**config.mk**
```make
export PLATFORM = sky130hd
export DESIGN_NAME = mmsas_top
export DESIGN_NICKNAME = d
export VERILOG_FILES = /design/src/rtl/mmsas_pkg.sv /design/src/rtl/mmsas_top.sv
export SDC_FILE = /design/constraint.sdc
export NUM_CORES = 2
export LEC_CHECK = 0
export CAP_MARGIN = 20
export CORE_UTILIZATION = 60
export DETAILED_ROUTE_END_ITERATION = 7
export DONT_BUFFER_PORTS = 1
export PLACE_DENSITY_LB_ADDON = 0.1
export RECOVER_POWER = 25
export SLEW_MARGIN = 20
export SYNTH_ARGS = -nofsm -noshare
export SYNTH_HDL_FRONTEND = slang
export SYNTH_SLANG_ARGS = --single-unit
```
**constraint.sdc**
```tcl
create_clock -name clock -period 58.3 [get_ports clock]
set_clock_uncertainty 0.1 [all_clocks]
set_input_delay 5.83 -clock clock [delete_from_list [all_inputs] [get_ports clock]]
set_output_delay 5.83 -clock clock [all_outputs]
set_load 0.03 [all_outputs]
```
**src/rtl/mmsas_pkg.sv**
```systemverilog
/*
 Shared constants and carriers for the mode select and address space block.
 Assumes one 25 MHz clock and an asynchronous active-low reset.
*/
package mmsas_pkg;

	localparam int unsigned MMSAS_PA_W = 8;
	localparam int unsigned MMSAS_PB_W = 8;
	localparam int unsigned MMSAS_PC_W = 4;
	localparam int unsigned MMSAS_IO_W = 20;
	localparam int unsigned MMSAS_PROG_AW = 12;
	localparam int unsigned MMSAS_DATA_AW = 8;
	localparam int unsigned MMSAS_STACK_AW = 2;
	localparam int unsigned MMSAS_TMR_W = 8;
	localparam int unsigned MMSAS_PRE_W = 7;

	// Data space map
	localparam logic [7:0] MMSAS_ADR_PORT_A = 8'h00;
	localparam logic [7:0] MMSAS_ADR_PORT_B = 8'h01;
	localparam logic [7:0] MMSAS_ADR_PORT_C = 8'h02;
	localparam logic [7:0] MMSAS_ADR_DDR_A = 8'h04;
	localparam logic [7:0] MMSAS_ADR_DDR_B = 8'h05;
	localparam logic [7:0] MMSAS_ADR_DDR_C = 8'h06;
	localparam logic [7:0] MMSAS_ADR_TSC = 8'h09;
	localparam logic [7:0] MMSAS_ADR_ROM_LO = 8'h0a;
	localparam logic [7:0] MMSAS_ADR_ROM_HI = 8'h51;
	localparam logic [7:0] MMSAS_ADR_RAM_LO = 8'h80;
	localparam logic [7:0] MMSAS_ADR_RAM_HI = 8'hfb;
	localparam logic [7:0] MMSAS_ADR_PRE = 8'hfc;
	localparam logic [7:0] MMSAS_ADR_CNT = 8'hfd;
	localparam logic [7:0] MMSAS_ADR_ACC = 8'hff;
	localparam logic [7:0] MMSAS_ADR_XP = 8'h80;
	localparam logic [7:0] MMSAS_ADR_YP = 8'h81;

	// Program space map
	localparam logic [11:0] MMSAS_PRG_SC_LO = 12'h000;
	localparam logic [11:0] MMSAS_PRG_SC_HI = 12'h15f;
	localparam logic [11:0] MMSAS_PRG_USR_LO = 12'h160;
	localparam logic [11:0] MMSAS_PRG_USR_HI = 12'h7f7;
	localparam logic [11:0] MMSAS_PRG_VEC_LO = 12'h7f8;
	localparam logic [11:0] MMSAS_PRG_VEC_HI = 12'h7ff;
	localparam logic [11:0] MMSAS_PRG_RESET = 12'h160;

	localparam logic [1:0] MMSAS_DIV1 = 2'h0;
	localparam logic [1:0] MMSAS_DIV2 = 2'h1;
	localparam logic [1:0] MMSAS_DIV4 = 2'h2;

	typedef enum logic [1:0] {
		MMSAS_SINGLE_CHIP,
		MMSAS_SELF_CHECK,
		MMSAS_ROM_VERIFY
	} mmsas_mode_t;

	typedef enum logic [1:0] {
		MMSAS_TMR_OUT,
		MMSAS_TMR_GATE,
		MMSAS_TMR_CLK
	} mmsas_tmode_t;

	typedef enum logic [1:0] {
		MMSAS_RUN_RESET,
		MMSAS_RUN_ACTIVE
	} mmsas_run_t;

	typedef enum logic [1:0] {
		MMSAS_REG_NONE,
		MMSAS_REG_IO,
		MMSAS_REG_TMR,
		MMSAS_REG_MEM
	} mmsas_kind_t;

	// Data space access from the core
	typedef struct packed {
		logic wr;
		logic [7:0] addr;
		logic [7:0] wdata;
	} mmsas_dreq_t;

	// Manufacturing and mask options
	typedef struct packed {
		logic [1:0] clk_div;
		logic irq_level;
		logic rom_protect;
		logic [1:0] code_self_check;
		logic [1:0] code_rom_verify;
	} mmsas_opt_t;

endpackage

```
**src/rtl/mmsas_top.sv**
```systemverilog
/*
 Mode selection, address space decode, ports, timer pin and interrupt pin.
 Assumes a core that issues data and program accesses and stack pushes/pops.
*/
`timescale 1ns/100ps
module mmsas_top import mmsas_pkg::*; #(
	parameter int unsigned STACK_DEPTH = 4
) (
	// Clock and reset
	input wire logic clock,
	input wire logic rst_b,
	// Pins
	input wire logic mode_select_pin,
	input wire logic irq_b,
	input wire logic [MMSAS_IO_W-1:0] io_in,
	output logic [MMSAS_IO_W-1:0] io_out,
	output logic [MMSAS_IO_W-1:0] io_oe,
	input wire logic timer_in,
	output logic timer_out,
	output logic timer_oe,
	// Options
	input wire mmsas_opt_t opt,
	input wire mmsas_tmode_t tmr_mode,
	// Core side
	input wire mmsas_dreq_t dreq,
	input wire logic [MMSAS_PROG_AW-1:0] pc,
	input wire logic [7:0] prog_rdata,
	input wire logic test_read,
	input wire logic push,
	input wire logic pop,
	input wire logic [MMSAS_PROG_AW-1:0] push_addr,
	output logic [7:0] drdata,
	output logic [MMSAS_PROG_AW-1:0] pop_addr,
	output logic [MMSAS_PROG_AW-1:0] pc_start,
	output logic core_restart,
	output logic clk_en,
	output logic irq_req,
	output logic [7:0] rom_dump,
	output logic prog_region_user,
	output mmsas_mode_t mode
);

	localparam int unsigned RAM_N = int'(MMSAS_ADR_RAM_HI) - int'(MMSAS_ADR_RAM_LO) + 1;

	typedef struct packed {
		mmsas_run_t run;
		mmsas_mode_t mode;
		logic restart;
		logic [1:0] div_cnt;
		logic en;
		logic [2:0] irq_s;
		logic irq_req;
		logic [2:0] tin_s;
		logic [MMSAS_IO_W-1:0] io_data;
		logic [MMSAS_IO_W-1:0] io_ddr;
		logic [MMSAS_PRE_W-1:0] pre;
		logic [MMSAS_TMR_W-1:0] cnt;
		logic tout;
		logic [7:0] rdata;
		logic [7:0] dump;
		logic user;
		logic [MMSAS_PROG_AW-1:0] pop_addr;
		logic [STACK_DEPTH-1:0][MMSAS_PROG_AW-1:0] stack;
		logic [$clog2(STACK_DEPTH)-1:0] sp;
		logic [RAM_N-1:0][7:0] ram;
		logic [7:0] acc;
	} mmsas_state_t;

	mmsas_state_t s_reg;
	mmsas_state_t s_next;
	logic [1:0] mode_lines;
	logic tin_edge;
	logic tick;

	// Data space region decode
	function automatic mmsas_kind_t kind_of(input logic [7:0] a);
		if (a <= MMSAS_ADR_PORT_C || (a >= MMSAS_ADR_DDR_A && a <= MMSAS_ADR_DDR_C) ||
			a == MMSAS_ADR_TSC) begin
			kind_of = MMSAS_REG_IO;
		end else if (a == MMSAS_ADR_PRE || a == MMSAS_ADR_CNT) begin
			kind_of = MMSAS_REG_TMR;
		end else if ((a >= MMSAS_ADR_RAM_LO && a <= MMSAS_ADR_RAM_HI) || a == MMSAS_ADR_ACC) begin
			kind_of = MMSAS_REG_MEM;
		end else begin
			kind_of = MMSAS_REG_NONE;
		end
	endfunction

	// Mode decode of port A lines 6 and 7
	function automatic mmsas_mode_t decode_mode(input logic [1:0] c, input mmsas_opt_t o);
		if (c == o.code_self_check) begin
			decode_mode = MMSAS_SELF_CHECK;
		end else if (c == o.code_rom_verify) begin
			decode_mode = MMSAS_ROM_VERIFY;
		end else begin
			decode_mode = MMSAS_SINGLE_CHIP;
		end
	endfunction

	// Port A occupies io 7:0, B 15:8, C 19:16
	function automatic logic [MMSAS_IO_W-1:0] port_mask(input logic [1:0] p);
		case (p)
			2'h0: port_mask = 20'h000ff;
			2'h1: port_mask = 20'h0ff00;
			default: port_mask = 20'hf0000;
		endcase
	endfunction

	// Port registers are still cleared at reset exit, so the pins are read
	assign mode_lines = io_in[7:6];
	assign tin_edge = s_reg.tin_s[1] & ~s_reg.tin_s[2];
	assign tick = (tmr_mode == MMSAS_TMR_CLK) ? tin_edge :
		(tmr_mode == MMSAS_TMR_GATE) ? (s_reg.en & s_reg.tin_s[2]) : s_reg.en;

	// ------------------------------------------------------------
	// Next state
	// ------------------------------------------------------------
	always_comb begin
		logic [MMSAS_IO_W-1:0] m;
		logic [1:0] pidx;
		logic [19:0] ext;
		logic [6:0] ridx;
		ridx = '0;
		m = '0;
		pidx = 2'h0;
		ext = '0;
		s_next = s_reg;
		s_next.restart = 1'b0;
		s_next.irq_s = {s_reg.irq_s[1:0], ~irq_b};
		s_next.tin_s = {s_reg.tin_s[1:0], timer_in};

		// Pin inputs of port lines sampled into data when they are inputs
		s_next.io_data = (s_reg.io_data & s_reg.io_ddr) | (io_in & ~s_reg.io_ddr);

		case (s_reg.run)
			MMSAS_RUN_RESET: begin
				if (mode_select_pin) begin
					s_next.mode = decode_mode(mode_lines, opt);
				end else begin
					s_next.mode = MMSAS_SINGLE_CHIP;
				end
				s_next.restart = 1'b1;
				s_next.run = MMSAS_RUN_ACTIVE;
			end
			MMSAS_RUN_ACTIVE: begin
			end
			default: s_next.run = MMSAS_RUN_RESET;
		endcase

		// Oscillator divide option
		s_next.div_cnt = s_reg.div_cnt + 2'h1;
		case (opt.clk_div)
			MMSAS_DIV1: s_next.en = 1'b1;
			MMSAS_DIV2: s_next.en = s_reg.div_cnt[0];
			MMSAS_DIV4: s_next.en = &s_reg.div_cnt;
			default: s_next.en = 1'b1;
		endcase

		// Interrupt sensitivity option
		if (opt.irq_level) begin
			s_next.irq_req = s_reg.irq_s[2];
		end else begin
			s_next.irq_req = s_reg.irq_s[1] & ~s_reg.irq_s[2];
		end

		// Prescaler and counter
		s_next.tout = 1'b0;
		if (tick) begin
			s_next.pre = s_reg.pre + 7'h01;
			if (&s_reg.pre) begin
				s_next.cnt = s_reg.cnt - 8'h01;
				s_next.tout = (s_reg.cnt == 8'h01);
			end
		end

		// Data space accesses
		s_next.rdata = 8'h00;
		pidx = dreq.addr[1:0];
		m = port_mask(pidx);
		ext = (pidx == 2'h0) ? 20'h00001 : (pidx == 2'h1) ? 20'h00100 : 20'h10000;
		case (kind_of(dreq.addr))
			MMSAS_REG_IO: begin
				if (dreq.addr <= MMSAS_ADR_PORT_C) begin
					s_next.rdata = 8'((s_reg.io_data & m) / ext);
					if (dreq.wr) begin
						s_next.io_data = (s_next.io_data & ~m) | ((20'(dreq.wdata) * ext) & m);
					end
				end else if (dreq.addr != MMSAS_ADR_TSC) begin
					pidx = dreq.addr[1:0] - 2'h0;
					s_next.rdata = 8'((s_reg.io_ddr & m) / ext);
					if (dreq.wr) begin
						s_next.io_ddr = (s_reg.io_ddr & ~m) | ((20'(dreq.wdata) * ext) & m);
					end
				end else begin
					s_next.rdata = {7'h00, s_reg.tout};
				end
			end
			MMSAS_REG_TMR: begin
				s_next.rdata = (dreq.addr == MMSAS_ADR_CNT) ? s_reg.cnt : {1'b0, s_reg.pre};
				if (dreq.wr && dreq.addr == MMSAS_ADR_CNT) begin
					s_next.cnt = dreq.wdata;
				end
			end
			MMSAS_REG_MEM: begin
				if (dreq.addr == MMSAS_ADR_ACC) begin
					s_next.rdata = s_reg.acc;
					if (dreq.wr) begin
						s_next.acc = dreq.wdata;
					end
				end else begin
					ridx = 7'(dreq.addr - MMSAS_ADR_RAM_LO);
					s_next.rdata = s_reg.ram[ridx];
					if (dreq.wr) begin
						s_next.ram[ridx] = dreq.wdata;
					end
				end
			end
			default: begin
			end
		endcase

		// Stack space reached only by push and pop
		if (push) begin
			s_next.stack[s_reg.sp] = push_addr;
			s_next.sp = s_reg.sp + 1'b1;
		end else if (pop) begin
			s_next.pop_addr = s_reg.stack[s_reg.sp - 1'b1];
			s_next.sp = s_reg.sp - 1'b1;
		end

		// Program ROM dump in test modes
		s_next.user = (pc >= MMSAS_PRG_USR_LO && pc <= MMSAS_PRG_VEC_HI);
		if (test_read && s_reg.mode != MMSAS_SINGLE_CHIP && !opt.rom_protect) begin
			s_next.dump = prog_rdata;
		end else begin
			s_next.dump = 8'h00;
		end
	end

	always_ff @(posedge clock or negedge rst_b) begin
		if (!rst_b) begin
			s_reg <= '0;
		end else begin
			s_reg <= s_next;
		end
	end

	// ------------------------------------------------------------
	// Outputs
	// ------------------------------------------------------------
	assign io_out = s_reg.io_data;
	assign io_oe = s_reg.io_ddr;
	assign timer_out = s_reg.tout;
	assign timer_oe = (tmr_mode == MMSAS_TMR_OUT);
	assign drdata = s_reg.rdata;
	assign pop_addr = s_reg.pop_addr;
	assign pc_start = MMSAS_PRG_RESET;
	assign core_restart = s_reg.restart;
	assign clk_en = s_reg.en;
	assign irq_req = s_reg.irq_req;
	assign rom_dump = s_reg.dump;
	assign prog_region_user = s_reg.user;
	assign mode = s_reg.mode;
endmodule

```
==> flow_results.org <==
** Die
- Core Box Area :: 109000 µm²
- Vertical die dimension :: 334 µm
- In this run the horizontal extent of the chip is 334 µm.
- In this run the core area contains 121 standard-cell rows.
- Count of pins on the block boundary :: 175
- Total die area :: 112000 µm²
- Starting utilization of the core area :: 60.7%

** CTS
- TritonCTS built the clock tree.
- The later pin in the worst-skew pair is clocked with a latency of 750 ps.
- Number of buffers on the longest clock path :: 3
- The clock drives 1149 sinks.
- Cts bufs inserted :: 117
- H-tree depth reported by CTS :: 3
- After clock tree synthesis, the clock-pin slew on the worst setup and hold paths is 60 ps.
- Buffers added to address setup during post-CTS repair amount to 0.
- Buffer type at the clock tree root :: sky130_fd_sc_hd__clkbuf_16
- # resized after CTS :: 0
- For this design, the CTS-stage hold fixing added 0 buffers.

** Logic synthesis
- Commonest register cell after synthesis :: sky130_fd_sc_hd__dfrtp_1
- For this run, the number of Yosys warnings is 0.
- Yosys reg bits :: 1149
- In this run, distinct cell masters in the synthesized netlist total 139.
- Share of synthesized flip-flops with an asynchronous set or reset :: 100%
- By area the synthesized netlist is led by sky130_fd_sc_hd__dfrtp_1 (43%), sky130_fd_sc_hd__mux2_2 (19%), sky130_fd_sc_hd__mux4_2 (11%).
- Cell area after synthesis :: 66200 µm²
- After synthesis, flip-flops and latches occupy 43.4% of the total area.
- Number of synthesized flops with an enable pin :: 0
- The largest total area in the synthesized netlist belongs to sky130_fd_sc_hd__dfrtp_1.
- After synthesis, the mean cell area works out to 12.2 µm².
- In this run the biggest area consumer among cell types represents 43.4% of the synthesized area.
- Post-Syn Instances :: 5436

** Timing
- After routing, the total negative slack on setup checks comes to 0 ps.
- Fraction of the cycle the final worst path needs :: 53.8%
- The worst path needs 31370 ps of the cycle, external delays included.
- Setup violations remaining at the end of the flow were counted as 0.
- The final-report hold violation count was 0.
- The final number of max-transition violations came to 718.
- Worst max-slew margin expressed relative to the limit :: -689%
- Setup repair after global routing left no endpoint under its margin.
- For the pin with the worst max-slew slack, the measured transition is 11840 ps.
- Derived from the worst setup path, the maximum achievable clock frequency is 0.0319 GHz.

** Placement
- Weighted congestion at the end of routability-driven global placement :: 0.913
- After legalization and detailed placement, the total HPWL measured 106 mm.
- In this run the tool buffered the top-level ports with 0 buffer cells.

** Routing
- Count of TritonRoute iterations in the first routing pass :: 7
- For this block, the routed nets add up to 170 mm of wire.
- Iteration-0 DRC count of the detailed router :: 3427
- Count of antenna-violating nets left after detailed routing :: 0
- Vias per cell :: 6.66
- For this block, the via count after detailed routing is 45.2k.
- After detailed routing, the average wire length per cell comes to 25.0 µm.
- Post-route DRC :: 0

** Setup path
- Depth of the worst register-to-register path :: 96
- STA classifies the critical path startpoint as an input port.
- Kind of critical path :: in2reg
- STA classifies the critical path endpoint as a flip-flop.
- The slowest stage of the critical path is the sky130_fd_sc_hd__o41ai_1 cell.
- Critical Path Most Common Cell :: sky130_fd_sc_hd__ha_1
- For this run, the slowest stage of the critical path takes 890 ps.
- In this run the worst path has a maximum fanout of 381.
- Arrival time worst endpoint :: 31840 ps
- Required time reported for the critical path endpoint :: 58760 ps

** Finish
- The register with the most flip-flops in the layout has 1070 of them.
- Leaving out fill and tap cells, the most frequent cell in the layout is sky130_fd_sc_hd__dfrtp_1.
- Cells fill 64.8% of the core in the end.
- Count of nets after finishing :: 5379
- Antenna fix cells :: 0
- Area delta synth->final :: 6.78%
- The top cell types in the final layout, fill and taps aside, are sky130_fd_sc_hd__dfrtp_1 (1149), sky130_fd_sc_hd__mux2_2 (1111), sky130_fd_sc_hd__nor2_1 (329), sky130_fd_sc_hd__mux4_2 (316), sky130_fd_sc_hd__nand2_1 (249).
- Share of post-route cells with drive strength above 1 :: 33.9%

** Global route
- Aggregate global routing overflow :: 0
- Overall routing resource usage :: 30.7%
- Initial antenna violation count :: 3
- Number of global-route vias before repair :: 45.4k
- The first global-routing pass estimated 268 mm of wire.
- Entering global routing, the biggest net connects 1150 pins.

** Worst hold path
- Worst hold-check path type :: reg2reg
- Number of instances on the worst hold path :: 0

** Job
- Across the run, the number of max-cap violations was 5.

** Power and ir drop
- VDD sags by at most 0.0251 mV.
- The analysis attributes to cell leakage a power of 31.7 nW.
- In this run the power density over the cells is 35.9 nW/µm².

** Run status
- Violations in the final reports :: max-capacitance violations, max-slew violations
- The run finished, with violations left.
-- metal layers --
layer | vias up | GRT usage (%) | share of wire, %
li1 | 20084 | - | -
met1 | 23521 | 43.2 | 43
met2 | 1349 | 50.1 | 48
met3 | 286 | 4.38 | 5.7
met4 | 2 | 8.72 | 2.8
met5 | - | 0 | 0.0071
-- worst paths after layout --
check | startpoint | endpoint | slack [ps]
min in group asynchronous | rst_b | s_reg[602] | 7920
min | s_next[1140] | s_next[1141] | 250
max in group asynchronous | rst_b | s_reg[834] | 35680
max reg2reg | flip-flop | drdata[0] | 32160
max | dreq[9] | drdata[0] | 26930
min reg2reg | s_next[1140] | s_next[1141] | 250
-- metrics by stage --
| step | total power [mW] | instances | setup slack, ps | hold slack [ps] | instance area, µm² |
|---|---|---|---|---|---|
| 6_report | 2.54 | 6788 | 26930 | 250 | 70700 |
| 5_1_grt | 2.66 | 6788 | 25220 | 260 | 70700 |
| 4_1_cts | 2.52 | 6781 | 27760 | 253 | 70600 |
| 3_5_place_dp | 1.73 | 6564 | 27130 | 239 | 66500 |
| 3_3_place_gp | 1.72 | 6564 | 27130 | 233 | 66500 |
| 2_1_floorplan | 1.58 | 5447 | 29840 | 231 | 66300 |
-- Yosys cell counts, types with 84 or more instances --
cell	number
sky130_fd_sc_hd__o21ai_0	133
sky130_fd_sc_hd__dfrtp_1	1149
sky130_fd_sc_hd__nand2_1	251
sky130_fd_sc_hd__xnor2_1	91
sky130_fd_sc_hd__a21oi_1	133
sky130_fd_sc_hd__nand3_1	107
sky130_fd_sc_hd__mux2_2	1111
sky130_fd_sc_hd__nor2_1	329
sky130_fd_sc_hd__clkbuf_1	236
sky130_fd_sc_hd__nor3_1	99
sky130_fd_sc_hd__inv_1	95
sky130_fd_sc_hd__buf_4	84
sky130_fd_sc_hd__mux4_2	316
-- kinds of logic after synthesis --
family,after synthesis,synth area share [%]
fa+ha+maj,79,1.49
simple gates,1274,10.0
xor+xnor,140,1.86
flops,1149,43.4
mux,1496,30.7
other cells,2,0.0113
buf+inv,478,3.25
compound gates,818,9.22
-- where the power goes --
part	total [mW]	leakage [nW]	internal, mW	switching, mW
Combinational	0.835	14.1	0.348	0.487
Clock	0.791	2.02	0.461	0.330
Sequential	0.910	15.6	0.858	0.0523
Total	2.54	31.7	1.67	0.869
-- cell type report --
type,instances,area [µm²]
sequential,1149,28800
multi-input combinational,3820,35400
inverter,97,364
clock buffer,176,3510
fill,8264,38400
tap,1476,1850
clock inverter,41,591
timing repair buffer,29,255
-- critical path: cells and delay by family --
| family | cells | cell delay [ps] |
|---|---|---|
| buf+inv | 3 | 1070 |
| compound gates | 40 | 11840 |
| xor+xnor | 7 | 1270 |
| fa+ha+maj | 12 | 4420 |
| simple gates | 35 | 7180 |
(Power assumes the default switching activity.)
